## config.mk

```make
export PLATFORM = sky130hd
export DESIGN_NAME = exec_unit
export DESIGN_NICKNAME = d
export VERILOG_FILES = /design/src/rtl/exec_pkg.sv /design/src/rtl/exec_unit.sv
export SDC_FILE = /design/constraint.sdc
export NUM_CORES = 1
export LEC_CHECK = 0
export BUFFER_PORTS_ARGS = -buffer_cell sky130_fd_sc_hd__buf_2
export CAP_MARGIN = 20
export CELL_PAD_IN_SITES_DETAIL_PLACEMENT = 2
export CELL_PAD_IN_SITES_GLOBAL_PLACEMENT = 2
export CORE_MARGIN = 4
export CORE_UTILIZATION = 26
export CTS_CLUSTER_DIAMETER = 50
export DETAILED_ROUTE_END_ITERATION = 7
export PLACE_DENSITY_LB_ADDON = 0.25
export SLEW_MARGIN = 40
export SYNTH_ARGS = -nofsm -noshare
export SYNTH_HDL_FRONTEND = slang
export SYNTH_SLANG_ARGS = --single-unit
```

## constraint.sdc

```tcl
create_clock -name clk -period 2.4 [get_ports clk]
set_clock_uncertainty 0.15 [all_clocks]
set_input_delay 0.12 -clock clk [delete_from_list [all_inputs] [get_ports clk]]
set_output_delay 0.12 -clock clk [all_outputs]
set_load 0.03 [all_outputs]
```

## src/rtl/exec_pkg.sv

```systemverilog
package exec_pkg;
    // Opcodes
    localparam logic [7:0] OP_CARRY_SET = 8'hdf;
    localparam logic [7:0] OP_ASR_R = 8'hd0;
    localparam logic [7:0] OP_ASR_IR = 8'hd1;
    localparam logic [7:0] OP_STOP = 8'h7f;
    localparam logic [7:0] OP_SUB_RR = 8'h22;
    localparam logic [7:0] OP_SUB_RIR = 8'h23;
    localparam logic [7:0] OP_SUB_R_R = 8'h24;
    localparam logic [7:0] OP_SUB_R_IR = 8'h25;
    localparam logic [7:0] OP_SUB_R_IM = 8'h26;
    // Cycle counts
    localparam logic [2:0] CYC_4 = 3'h4;
    localparam logic [2:0] CYC_6 = 3'h6;
    // Byte counts
    localparam logic [1:0] LEN_1 = 2'h1;
    localparam logic [1:0] LEN_2 = 2'h2;
    localparam logic [1:0] LEN_3 = 2'h3;
    // Flag bit positions
    localparam int FL_C = 7;
    localparam int FL_Z = 6;
    localparam int FL_S = 5;
    localparam int FL_V = 4;
    localparam int FL_D = 3;
    localparam int FL_H = 2;
    localparam logic [7:0] FLAGS_RST = 8'h00;
    localparam logic [7:0] BYTE_ZERO = 8'h00;
    localparam logic [2:0] CNT_ONE = 3'h1;
    localparam logic [2:0] CNT_ZERO = 3'h0;

    // AXI4-Lite register map
    localparam logic [7:0] ADDR_CTRL = 8'h00;   // [0] start (write 1)
    localparam logic [7:0] ADDR_INSTR = 8'h04;  // [7:0] opcode
    localparam logic [7:0] ADDR_DST = 8'h08;    // [7:0] destination operand
    localparam logic [7:0] ADDR_SRC = 8'h0c;    // [7:0] source operand
    localparam logic [7:0] ADDR_FLAGS = 8'h10;  // [7:0] flag register
    localparam logic [7:0] ADDR_RESULT = 8'h14; // [7:0] result
    localparam logic [7:0] ADDR_STATUS = 8'h18; // [0] busy [1] stop [2] illegal [5:4] bytes
    localparam logic [1:0] RESP_OKAY = 2'b00;
    localparam logic [1:0] RESP_SLVERR = 2'b10;

    typedef enum logic [2:0] {
        ST_IDLE = 3'b001,
        ST_EXEC = 3'b010,
        ST_STOP = 3'b100
    } exec_state_t;

    typedef struct packed {
        logic [7:0] result;
        logic [7:0] flags;
        logic wr_dst;
        logic stop;
        logic legal;
        logic [2:0] cycles;
        logic [1:0] bytes;
    } alu_out_t;
endpackage : exec_pkg

```

## src/rtl/exec_unit.sv

```systemverilog
// Function
// - Carry-set forces C, one byte, four cycles
// - Carry-set leaves Z S V D H
// - Shift right keeps bit 7, copies to 6
// - Shifted-out LSB goes into carry
// - Shift sets Z,S, clears V, keeps D,H
// - Stop halts clocks, enters stop mode
// - Stop mode retains all register contents
// - External reset or interrupt ends stop
// - Stop changes no flag
// - Subtract writes dst minus src back
// - Subtract adds two's complement of source
// - Subtract leaves source location unchanged
// - Subtract C borrow, Z zero, S negative
// - Subtract V from opposite-sign overflow rule
// - Subtract always sets decimal-adjust flag
// - Subtract H clear on low-nibble carry
`timescale 1ns/1ps
`default_nettype none
module exec_unit
(
    input wire logic clk,
    input wire logic sys_rst,
    input wire logic ext_int,
    output logic clk_run,
    output logic [7:0] flags_out,
    input wire logic [31:0] s_axi_awaddr,
    input wire logic s_axi_awvalid,
    output logic s_axi_awready,
    input wire logic [31:0] s_axi_wdata,
    input wire logic [3:0] s_axi_wstrb,
    input wire logic s_axi_wvalid,
    output logic s_axi_wready,
    output logic [1:0] s_axi_bresp,
    output logic s_axi_bvalid,
    input wire logic s_axi_bready,
    input wire logic [31:0] s_axi_araddr,
    input wire logic s_axi_arvalid,
    output logic s_axi_arready,
    output logic [31:0] s_axi_rdata,
    output logic [1:0] s_axi_rresp,
    output logic s_axi_rvalid,
    input wire logic s_axi_rready
);
    import exec_pkg::*;

    // ==================================================
    // State
    exec_state_t state_r, state_nxt;
    logic [7:0] instr_r, instr_nxt;
    logic [7:0] dst_r, dst_nxt;
    logic [7:0] src_r, src_nxt;
    logic [7:0] flags_r, flags_nxt;
    logic [7:0] result_r, result_nxt;
    logic [2:0] cnt_r, cnt_nxt;
    logic illegal_r, illegal_nxt;
    logic [1:0] len_r, len_nxt;
    logic [31:0] awaddr_r, awaddr_nxt;
    logic [31:0] wdata_r, wdata_nxt;
    logic [3:0] wstrb_r, wstrb_nxt;
    logic aw_have_r, aw_have_nxt;
    logic w_have_r, w_have_nxt;
    logic bvalid_r, bvalid_nxt;
    logic [1:0] bresp_r, bresp_nxt;
    logic rvalid_r, rvalid_nxt;
    logic [31:0] rdata_r, rdata_nxt;
    logic [1:0] rresp_r, rresp_nxt;
    alu_out_t alu;

    // ==================================================
    // Datapath
    // Pure function of latched opcode, operands and flags; committed at the end
    always_comb begin
        logic [8:0] sum;
        logic [4:0] lo;
        logic [7:0] shifted;
        sum = 9'h000;
        lo = 5'h00;
        shifted = 8'h00;
        alu.result = dst_r;
        alu.flags = flags_r;
        alu.wr_dst = 1'b0;
        alu.stop = 1'b0;
        alu.legal = 1'b1;
        alu.cycles = CYC_4;
        alu.bytes = LEN_2;
        case (instr_r)
            OP_CARRY_SET: begin
                alu.flags[FL_C] = 1'b1;
                alu.bytes = LEN_1;
            end
            OP_ASR_R, OP_ASR_IR: begin
                shifted = {dst_r[7], dst_r[7:1]};
                alu.result = shifted;
                alu.wr_dst = 1'b1;
                alu.flags[FL_C] = dst_r[0];
                alu.flags[FL_Z] = (shifted == BYTE_ZERO);
                alu.flags[FL_S] = shifted[7];
                alu.flags[FL_V] = 1'b0;
            end
            OP_STOP: begin
                alu.stop = 1'b1;
                alu.bytes = LEN_1;
            end
            OP_SUB_RR, OP_SUB_RIR, OP_SUB_R_R, OP_SUB_R_IR, OP_SUB_R_IM: begin
                sum = {1'b0, dst_r} + {1'b0, ~src_r} + 9'h001;
                lo = {1'b0, dst_r[3:0]} + {1'b0, ~src_r[3:0]} + 5'h01;
                // result back to destination; source never written
                alu.result = sum[7:0];
                alu.wr_dst = 1'b1;
                alu.flags[FL_C] = ~sum[8];
                alu.flags[FL_Z] = (sum[7:0] == BYTE_ZERO);
                alu.flags[FL_S] = sum[7];
                alu.flags[FL_V] = (dst_r[7] ^ src_r[7]) & (sum[7] == src_r[7]);
                alu.flags[FL_D] = 1'b1;
                alu.flags[FL_H] = ~lo[4];
                alu.cycles = (instr_r == OP_SUB_RR) ? CYC_4 : CYC_6;
                alu.bytes = (instr_r == OP_SUB_RR || instr_r == OP_SUB_RIR) ? LEN_2 : LEN_3;
            end
            default: begin
                alu.legal = 1'b0;
            end
        endcase
    end

    // ==================================================
    // Bus write path
    logic wr_fire, rd_fire, start;
    logic [7:0] wr_sel;
    always_comb begin
        s_axi_awready = ~aw_have_r & ~bvalid_r;
        s_axi_wready = ~w_have_r & ~bvalid_r;
        awaddr_nxt = (s_axi_awvalid & s_axi_awready) ? s_axi_awaddr : awaddr_r;
        wdata_nxt = (s_axi_wvalid & s_axi_wready) ? s_axi_wdata : wdata_r;
        wstrb_nxt = (s_axi_wvalid & s_axi_wready) ? s_axi_wstrb : wstrb_r;
        aw_have_nxt = aw_have_r | (s_axi_awvalid & s_axi_awready);
        w_have_nxt = w_have_r | (s_axi_wvalid & s_axi_wready);
        wr_fire = aw_have_r & w_have_r & ~bvalid_r;
        wr_sel = awaddr_r[7:0];
        if (wr_fire) begin
            aw_have_nxt = 1'b0;
            w_have_nxt = 1'b0;
        end
        bvalid_nxt = wr_fire | (bvalid_r & ~s_axi_bready);
        bresp_nxt = bresp_r;
        if (wr_fire) begin
            bresp_nxt = (wr_sel == ADDR_CTRL || wr_sel == ADDR_INSTR || wr_sel == ADDR_DST ||
                         wr_sel == ADDR_SRC || wr_sel == ADDR_FLAGS) ? RESP_OKAY : RESP_SLVERR;
        end
    end

    // ==================================================
    // Execution sequencer
    // Bus writes to operand and flag registers are dropped while busy or stopped; the commit updates dst and flags
    always_comb begin
        state_nxt = state_r;
        instr_nxt = instr_r;
        dst_nxt = dst_r;
        src_nxt = src_r;
        flags_nxt = flags_r;
        result_nxt = result_r;
        cnt_nxt = cnt_r;
        illegal_nxt = illegal_r;
        len_nxt = len_r;
        start = wr_fire && wr_sel == ADDR_CTRL && wstrb_r[0] && wdata_r[0];
        case (state_r)
            ST_IDLE: begin
                if (wr_fire && wstrb_r[0]) begin
                    if (wr_sel == ADDR_INSTR) instr_nxt = wdata_r[7:0];
                    if (wr_sel == ADDR_DST) dst_nxt = wdata_r[7:0];
                    if (wr_sel == ADDR_SRC) src_nxt = wdata_r[7:0];
                    if (wr_sel == ADDR_FLAGS) flags_nxt = wdata_r[7:0];
                end
                if (start) begin
                    illegal_nxt = ~alu.legal;
                    len_nxt = alu.bytes;
                    if (alu.legal) begin
                        cnt_nxt = alu.cycles - CNT_ONE;
                        state_nxt = ST_EXEC;
                    end
                end
            end
            ST_EXEC: begin
                cnt_nxt = cnt_r - CNT_ONE;
                if (cnt_r == CNT_ONE) begin
                    // flags and result commit in one edge
                    flags_nxt = alu.flags;
                    result_nxt = alu.result;
                    if (alu.wr_dst) dst_nxt = alu.result;
                    state_nxt = alu.stop ? ST_STOP : ST_IDLE;
                end
            end
            ST_STOP: begin
                if (ext_int) state_nxt = ST_IDLE;
            end
            default: state_nxt = ST_IDLE;
        endcase
    end

    // ==================================================
    // Bus read path
    always_comb begin
        s_axi_arready = ~rvalid_r;
        rd_fire = s_axi_arvalid & s_axi_arready;
        rvalid_nxt = rd_fire | (rvalid_r & ~s_axi_rready);
        rdata_nxt = rdata_r;
        rresp_nxt = rresp_r;
        if (rd_fire) begin
            rresp_nxt = RESP_OKAY;
            case (s_axi_araddr[7:0])
                ADDR_CTRL: rdata_nxt = 32'h0000_0000;
                ADDR_INSTR: rdata_nxt = {24'h000000, instr_r};
                ADDR_DST: rdata_nxt = {24'h000000, dst_r};
                ADDR_SRC: rdata_nxt = {24'h000000, src_r};
                ADDR_FLAGS: rdata_nxt = {24'h000000, flags_r};
                ADDR_RESULT: rdata_nxt = {24'h000000, result_r};
                ADDR_STATUS: rdata_nxt = {26'h0000000, len_r, 1'b0, illegal_r,
                                          state_r == ST_STOP, state_r == ST_EXEC};
                default: begin
                    rdata_nxt = 32'h0000_0000;
                    rresp_nxt = RESP_SLVERR;
                end
            endcase
        end
    end

    // ==================================================
    // Registers
    // external reset also releases stop; relies on reset being held long enough
    always_ff @(posedge clk) begin
        if (sys_rst) begin
            state_r <= ST_IDLE;
            instr_r <= BYTE_ZERO;
            dst_r <= BYTE_ZERO;
            src_r <= BYTE_ZERO;
            flags_r <= FLAGS_RST;
            result_r <= BYTE_ZERO;
            cnt_r <= CNT_ZERO;
            illegal_r <= 1'b0;
            len_r <= 2'h0;
            awaddr_r <= 32'h0000_0000;
            wdata_r <= 32'h0000_0000;
            wstrb_r <= 4'h0;
            aw_have_r <= 1'b0;
            w_have_r <= 1'b0;
            bvalid_r <= 1'b0;
            bresp_r <= RESP_OKAY;
            rvalid_r <= 1'b0;
            rdata_r <= 32'h0000_0000;
            rresp_r <= RESP_OKAY;
        end else begin
            state_r <= state_nxt;
            instr_r <= instr_nxt;
            dst_r <= dst_nxt;
            src_r <= src_nxt;
            flags_r <= flags_nxt;
            result_r <= result_nxt;
            cnt_r <= cnt_nxt;
            illegal_r <= illegal_nxt;
            len_r <= len_nxt;
            awaddr_r <= awaddr_nxt;
            wdata_r <= wdata_nxt;
            wstrb_r <= wstrb_nxt;
            aw_have_r <= aw_have_nxt;
            w_have_r <= w_have_nxt;
            bvalid_r <= bvalid_nxt;
            bresp_r <= bresp_nxt;
            rvalid_r <= rvalid_nxt;
            rdata_r <= rdata_nxt;
            rresp_r <= rresp_nxt;
        end
    end

    // Outputs
    // clocks gated off in stop mode
    assign clk_run = (state_r != ST_STOP);
    assign flags_out = flags_r;
    assign s_axi_bvalid = bvalid_r;
    assign s_axi_bresp = bresp_r;
    assign s_axi_rvalid = rvalid_r;
    assign s_axi_rdata = rdata_r;
    assign s_axi_rresp = rresp_r;
endmodule : exec_unit
`default_nettype wire

```

# --- Word-level counts from Yosys, hierarchy flattened ---
# Cells that the tools add are included.
op_classes:
  n_addsub: 6
  n_eq_ne: 36
  n_mux: 32
  bitwise_logic: 27
  reduce_logical: 32
op_table:
  columns: ["cell", "count"]
  rows:
  - ["$mux W8", 7]
  - ["$pmux W8 S2", 3]
  - ["$pmux W8 S6", 1]
  - ["$eq A8 B6 Y1 const B", 5]
  - ["$eq A8 B4 Y1 const B", 4]
  - ["$eq A8 B5 Y1 const B", 4]
  - ["$logic_not A8 Y1", 4]
  - ["$eq A8 B8 Y1 const B", 3]
  - ["$mux W3", 7]
  - ["$reduce_and A5 Y1", 4]
  - ["$eq A8 B3 Y1 const B", 2]
  - ["$ne A2 B2 Y1 const B", 8]
  - ["$reduce_or A7 Y1", 2]
  - ["$pmux W3 S2", 2]
  - ["$and A1 B1 Y1", 10]
  - ["$mux W2", 5]
  - ["$not A1 Y1", 10]
  - ["$add A8 B8 Y9", 1]
  - ["$add A9 B1 Y9 const B", 1]
  - ["$pmux W3 S3", 1]
  - ["$reduce_and A3 Y1", 3]
  - ["$reduce_or A9 Y1", 1]
  - ["$eq A8 B7 Y1 const B", 1]
  - ["$not A8 Y8", 1]
  - ["other kinds (24)", 43]
word_totals:
  register_bits: 106
  inputBits: 108
  out_inout_bits: 50
  wordCells: 155

# --- Logic depth before layout (Yosys ltp) ---
depth:
  word_depth: 8
  depth_mapped: 10

# --- Worst setup path after synthesis ---
# Ideal clock, no wire load.
synth_timing:
  kind: "register to register"
  start: "reg instr_r[7]"
  end: "reg cnt_r[1]"
  setup_time_ns: 0.067
  t_arrival_ns: 2.178
  path_slack_ns: 0.005
  stages_incl_launch_ff: 7
  synth_period_minus_slack_ns: 2.395
  path_cell_list: "dfxtp_1 > or4b_4 > nor4_4 > nor3_2 > o31a_1 > a211o_1 > a21oi_2"
synth_between:
  elab_chain_cells: 7
synth_lines:
  columns: ["item", "line_no", "rtl"]
  rows:
  - ["start: declaration", "exec_unit.sv:50", "logic [7:0] instr_r, instr_nxt;"]
  - ["start signal: assignment", "exec_unit.sv:253", "instr_r <= instr_nxt;"]
  - ["$eq A8 B6 Y1, on equally long branches", "exec_unit.sv:87, exec_unit.sv:117", null]
  - ["$reduce_or A5 Y1 or $mux W2 (tied branches)", null, null]
  - ["$mux W2", "exec_unit.sv:87", "case (instr_r)"]
  - ["$sub A3 B1 Y3", "exec_unit.sv:178", "cnt_nxt = alu.cycles - CNT_ONE;"]
  - ["$mux W3", "exec_unit.sv:177", "if (alu.legal) begin"]
  - ["$mux W3", "exec_unit.sv:174", "if (start) begin"]
  - ["$pmux W3 S2", "exec_unit.sv:166", "case (state_r)"]
  - ["end signal: assignment", "exec_unit.sv:258", "cnt_r <= cnt_nxt;"]
  - ["end: declaration", "exec_unit.sv:55", "logic [2:0] cnt_r, cnt_nxt;"]
# Several ways; a longest one is shown, not always the timed one. The select of a mux whose other input is x is not followed.
# A chain may end at the register's enable or synchronous reset.

# --- Worst setup path in the final report ---
layout_timing:
  start: "reg instr_r[6]"
  end: "reg flags_r[6] (netlist: flags_out[6])"
layout_between:
  elab_chain_cells: 5
layout_lines:
  columns: ["item", "line_no", "rtl"]
  rows:
  - ["$eq A8 B6 Y1 or $eq A8 B8 Y1 (tied branches)", null, null]
  - ["$reduce_or A5 Y1 or $reduce_or A2 Y1 (tied branches)", null, null]
  - ["$pmux W3 S2", "exec_unit.sv:87", null]
  - ["$mux W8", "exec_unit.sv:185", "if (cnt_r == CNT_ONE) begin"]
  - ["$pmux W8 S2", "exec_unit.sv:166", null]
  - ["end signal: assignment", "exec_unit.sv:256", "flags_r <= flags_nxt;"]
  - ["end: declaration", "exec_unit.sv:53", "logic [7:0] flags_r, flags_nxt;"]
# Several ways; a longest one is shown, not always the timed one. The select of a mux whose other input is x is not followed.

==> results.toml <==
[outcome]
outcome = "complete, but fails checks"
violations = "setup timing"

[placed_design]
pre_cts_slack_ns = -0.210
portBuffers = 56
dp_cells = 859
dp.final_hpwl_mm = 13.2
place_congestion = 0.841

[floorplan]
rows = 48
die_h_um = 140
ios = 158
fp.dieW_um = 140
core_sq_um = 17200
floorplan.initialDensity_pct = 26.5
die_area_sq_um = 19700

[sta]
fin_crit_sh_pct = 101
min_period_ns = 2.42
hold_viol_final = 0
holdWs_ns = 0.0519
max_slew.worst_pin.slew_ns = 0.521
rsz0062_at_grt = "true"
setup-violations-final = 5
max_freq_mhz = 413
slew_violations = 0
relSlewSlack_pct = 65.0
finalWorstSetupSlack_ns = -0.0235
tns_ns = -0.0589

[grt]
grt_max_degree = 41
antenna_found_initial = 0
grt_pass1_wl_mm = 28.4
grt_usage_pct = 18.0
grt_overflow = 0
grt_pass1_vias = 5055

[pwr]
internal-power_mw = 2.41
pwr-share-clk_pct = 48.1
finalPower_mw = 3.33
irDropWorstVdd_mv = 0.480
p_leak_nw = 2.43
swShare_pct = 27.8
powerDensity_nw_per_um2 = 545
p_sw_mw = 0.927
pwr-share-seq_pct = 41.8
power_frac_comb_pct = 10.1

[synth]
syn_inst = 552
yosys_warnings = 0
synth_cell_types = 67
synthFlopType = "dfxtp_1"
ys_async_sr_fraction_pct = 0
synth.area.top_cells = "dfxtp_1, nor2_1, mux2i_1"
ys_seq_elements = 80
synth_top_area_cell = "dfxtp_1"
syn-cell-area_sq_um = 4560
ys_seq_area_share_pct = 35.1
syn_area_per_cell_sq_um = 8.27
synth_edf_count = 0
yosys.area.top_type_share_pct = 35.1

[clock_tree]
ctsRootBufferMaster = "clkbuf_16"
cts.clk_slew.worst_paths_ns = 0.07
clockBufferDepth = 2
numCtsBuffers = 9
clock-sinks = 80
h-tree-depth = 3
clk_latency_ns = 0.35
cts_tree = "done"

[routing]
vias_per_cell = 5.07
dr_total_vias = 4578
drt-initial-drc-count = 215
wl_per_cell_um = 19.5
first_pass_iters = 4
top_layer = "met4"
postRouteAntennaNets = 0
wl_met1_mm = 8.19
dr_wl_met2_mm = 8.71
dr_wl_met3_um = 528
drc = 0
postRouteWirelength_mm = 17.6

[layout]
area_delta_synth_final_pct = 34.0
layout.nets = 793
diodes = 0
layout_commonest_cell = "dfxtp_1"
drive_above_1_share_pct = 28.8
most-common-layout-cells = "dfxtp_1, buf_4, nor2_1"
finish.cell_count_without_fillers = 903

[critical_path]
r2r_slack_ns = -0.02
critPathMaxFanout = 10
cp.arrival_ns = 2.56
endpoint_kind = "flop"
r2r_end = "flags_out[6]"
path_class = "reg -> reg"
rr_worst_depth = 7
critPathRequiredTime_ns = 2.54
timing.rr.start = "instr_r[6]"
crit_start = "instr_r[6]"
critPathLaunchType = "flop"

[flow_run]
maxCapViolations = 0

[hold_path]
holdPathStages = 3
min_from = "s_axi_arvalid"
hold-path-endpoint = "s_axi_rdata[4]"
hp-class = "in -> reg"
[state kept, by name, summed over array words and instances, names as in the netlist]
| register | flops |
|---|---|
| src_r | 8 |
| wstrb_r | 1 |
| instr_r | 8 |
| illegal_r | 1 |
| s_axi_rdata | 8 |
| dst_r | 8 |
| aw_have_r | 1 |
| s_axi_rvalid | 1 |
| w_have_r | 1 |
| awaddr_r | 8 |
| s_axi_rresp | 1 |
| wdata_r | 8 |
| result_r | 8 |
| s_axi_bvalid | 1 |
| cnt_r | 3 |
| len_r | 2 |
| flags_out | 8 |
| s_axi_bresp | 1 |
| state_r | 3 |
[worst max-delay path, stage by stage, from the launching register on]
cell and delay, ns:
dfxtp_2 0.32, or4b_4 0.58, or4_4 0.55, buf_6 0.18
nor3_2 0.16, nand2_1 0.08, nor3_2 0.14, a41o_1 0.19
[through the flow]
stage	utilization, %	cell area, sq um
detailed placement	31.0	5350
global placement	31.0	5350
global route	35.5	6120
finish	35.5	6120
CTS	34.8	6000
floorplan	-	4660
[worst max-delay path by stage]
stage / endpoint / slack, ns
2_1_floorplan: cnt_r[1] / 0.005
3_3_place_gp: flags_out[4] / -0.11
3_5_place_dp: dst_r[4] / -0.21
4_1_cts: flags_out[6] / -0.03
5_1_grt: result_r[3] / -0.11
6_report: flags_out[6] / -0.02
[cells by family after synthesis]
logic type               share of synthesized area [%]
AO/OA/AOI/OAI                                     22.8
XOR/XNOR                                          1.54
adder cells (fa/ha/maj)                           3.45
buffers and inverters                             8.69
flip-flops                                        35.1
multiplexers                                      6.47
other                                           0.0822
AND/OR/NAND/NOR                                   21.9
[cell usage after synthesis, types with 5 or more instances]
cell	number
mux2i_1	25
ha_1	11
inv_1	18
and2_1	5
o21a_1	6
a221oi_1	9
a211o_1	5
clkbuf_1	25
nand4_1	5
xnor2_1	7
nor2_1	67
a22oi_1	10
nand3_1	9
a21oi_1	39
o21ai_0	10
nor2b_1	9
buf_4	28
nor3b_1	5
nor3_1	12
dfxtp_1	80
a31oi_1	5
a211oi_1	15
nand2_1	61
[power by group through the flow]
stage / logic [mW] / clock network [mW] / registers, mW
floorplan: 0.228 / 0 / 1.42
global placement: 0.297 / 0 / 1.42
detailed placement: 0.306 / 0 / 1.43
CTS: 0.335 / 1.64 / 1.40
global route: 0.369 / 1.71 / 1.40
finish: 0.336 / 1.60 / 1.39
[timing repair]
action | 4_1_cts | 5_1_grt
pin swaps | 10 | 6
gates resized for setup | 19 | 20
endpoints found under the hold margin | 20 | 0
endpoints found under the setup margin | 17 | 29
setup buffers | 3 | 4
hold buffers | 21 | 0
[layout make-up]
| type | instances | area (sq um) |
|---|---|---|
| Inverter | 18 | 67.6 |
| Sequential cell | 80 | 1610 |
| Fill cell | 1951 | 11100 |
| Clock inverter | 7 | 109 |
| Timing Repair Buffer | 144 | 1000 |
| Clock buffer | 9 | 225 |
| Multi-Input combinational cell | 420 | 2820 |
| Tap cell | 225 | 282 |
[routing by layer]
| metal | up-vias | track usage, % |
|---|---|---|
| met1 | 2290 | 23.5 |
| met3 | 14 | 2.49 |
| li1 | 2187 | - |
| met5 | - | 0 |
| met2 | 87 | 31.3 |
| met4 | 0 | 4.74 |
No activity file was read; power rests on OpenSTA's default activity.
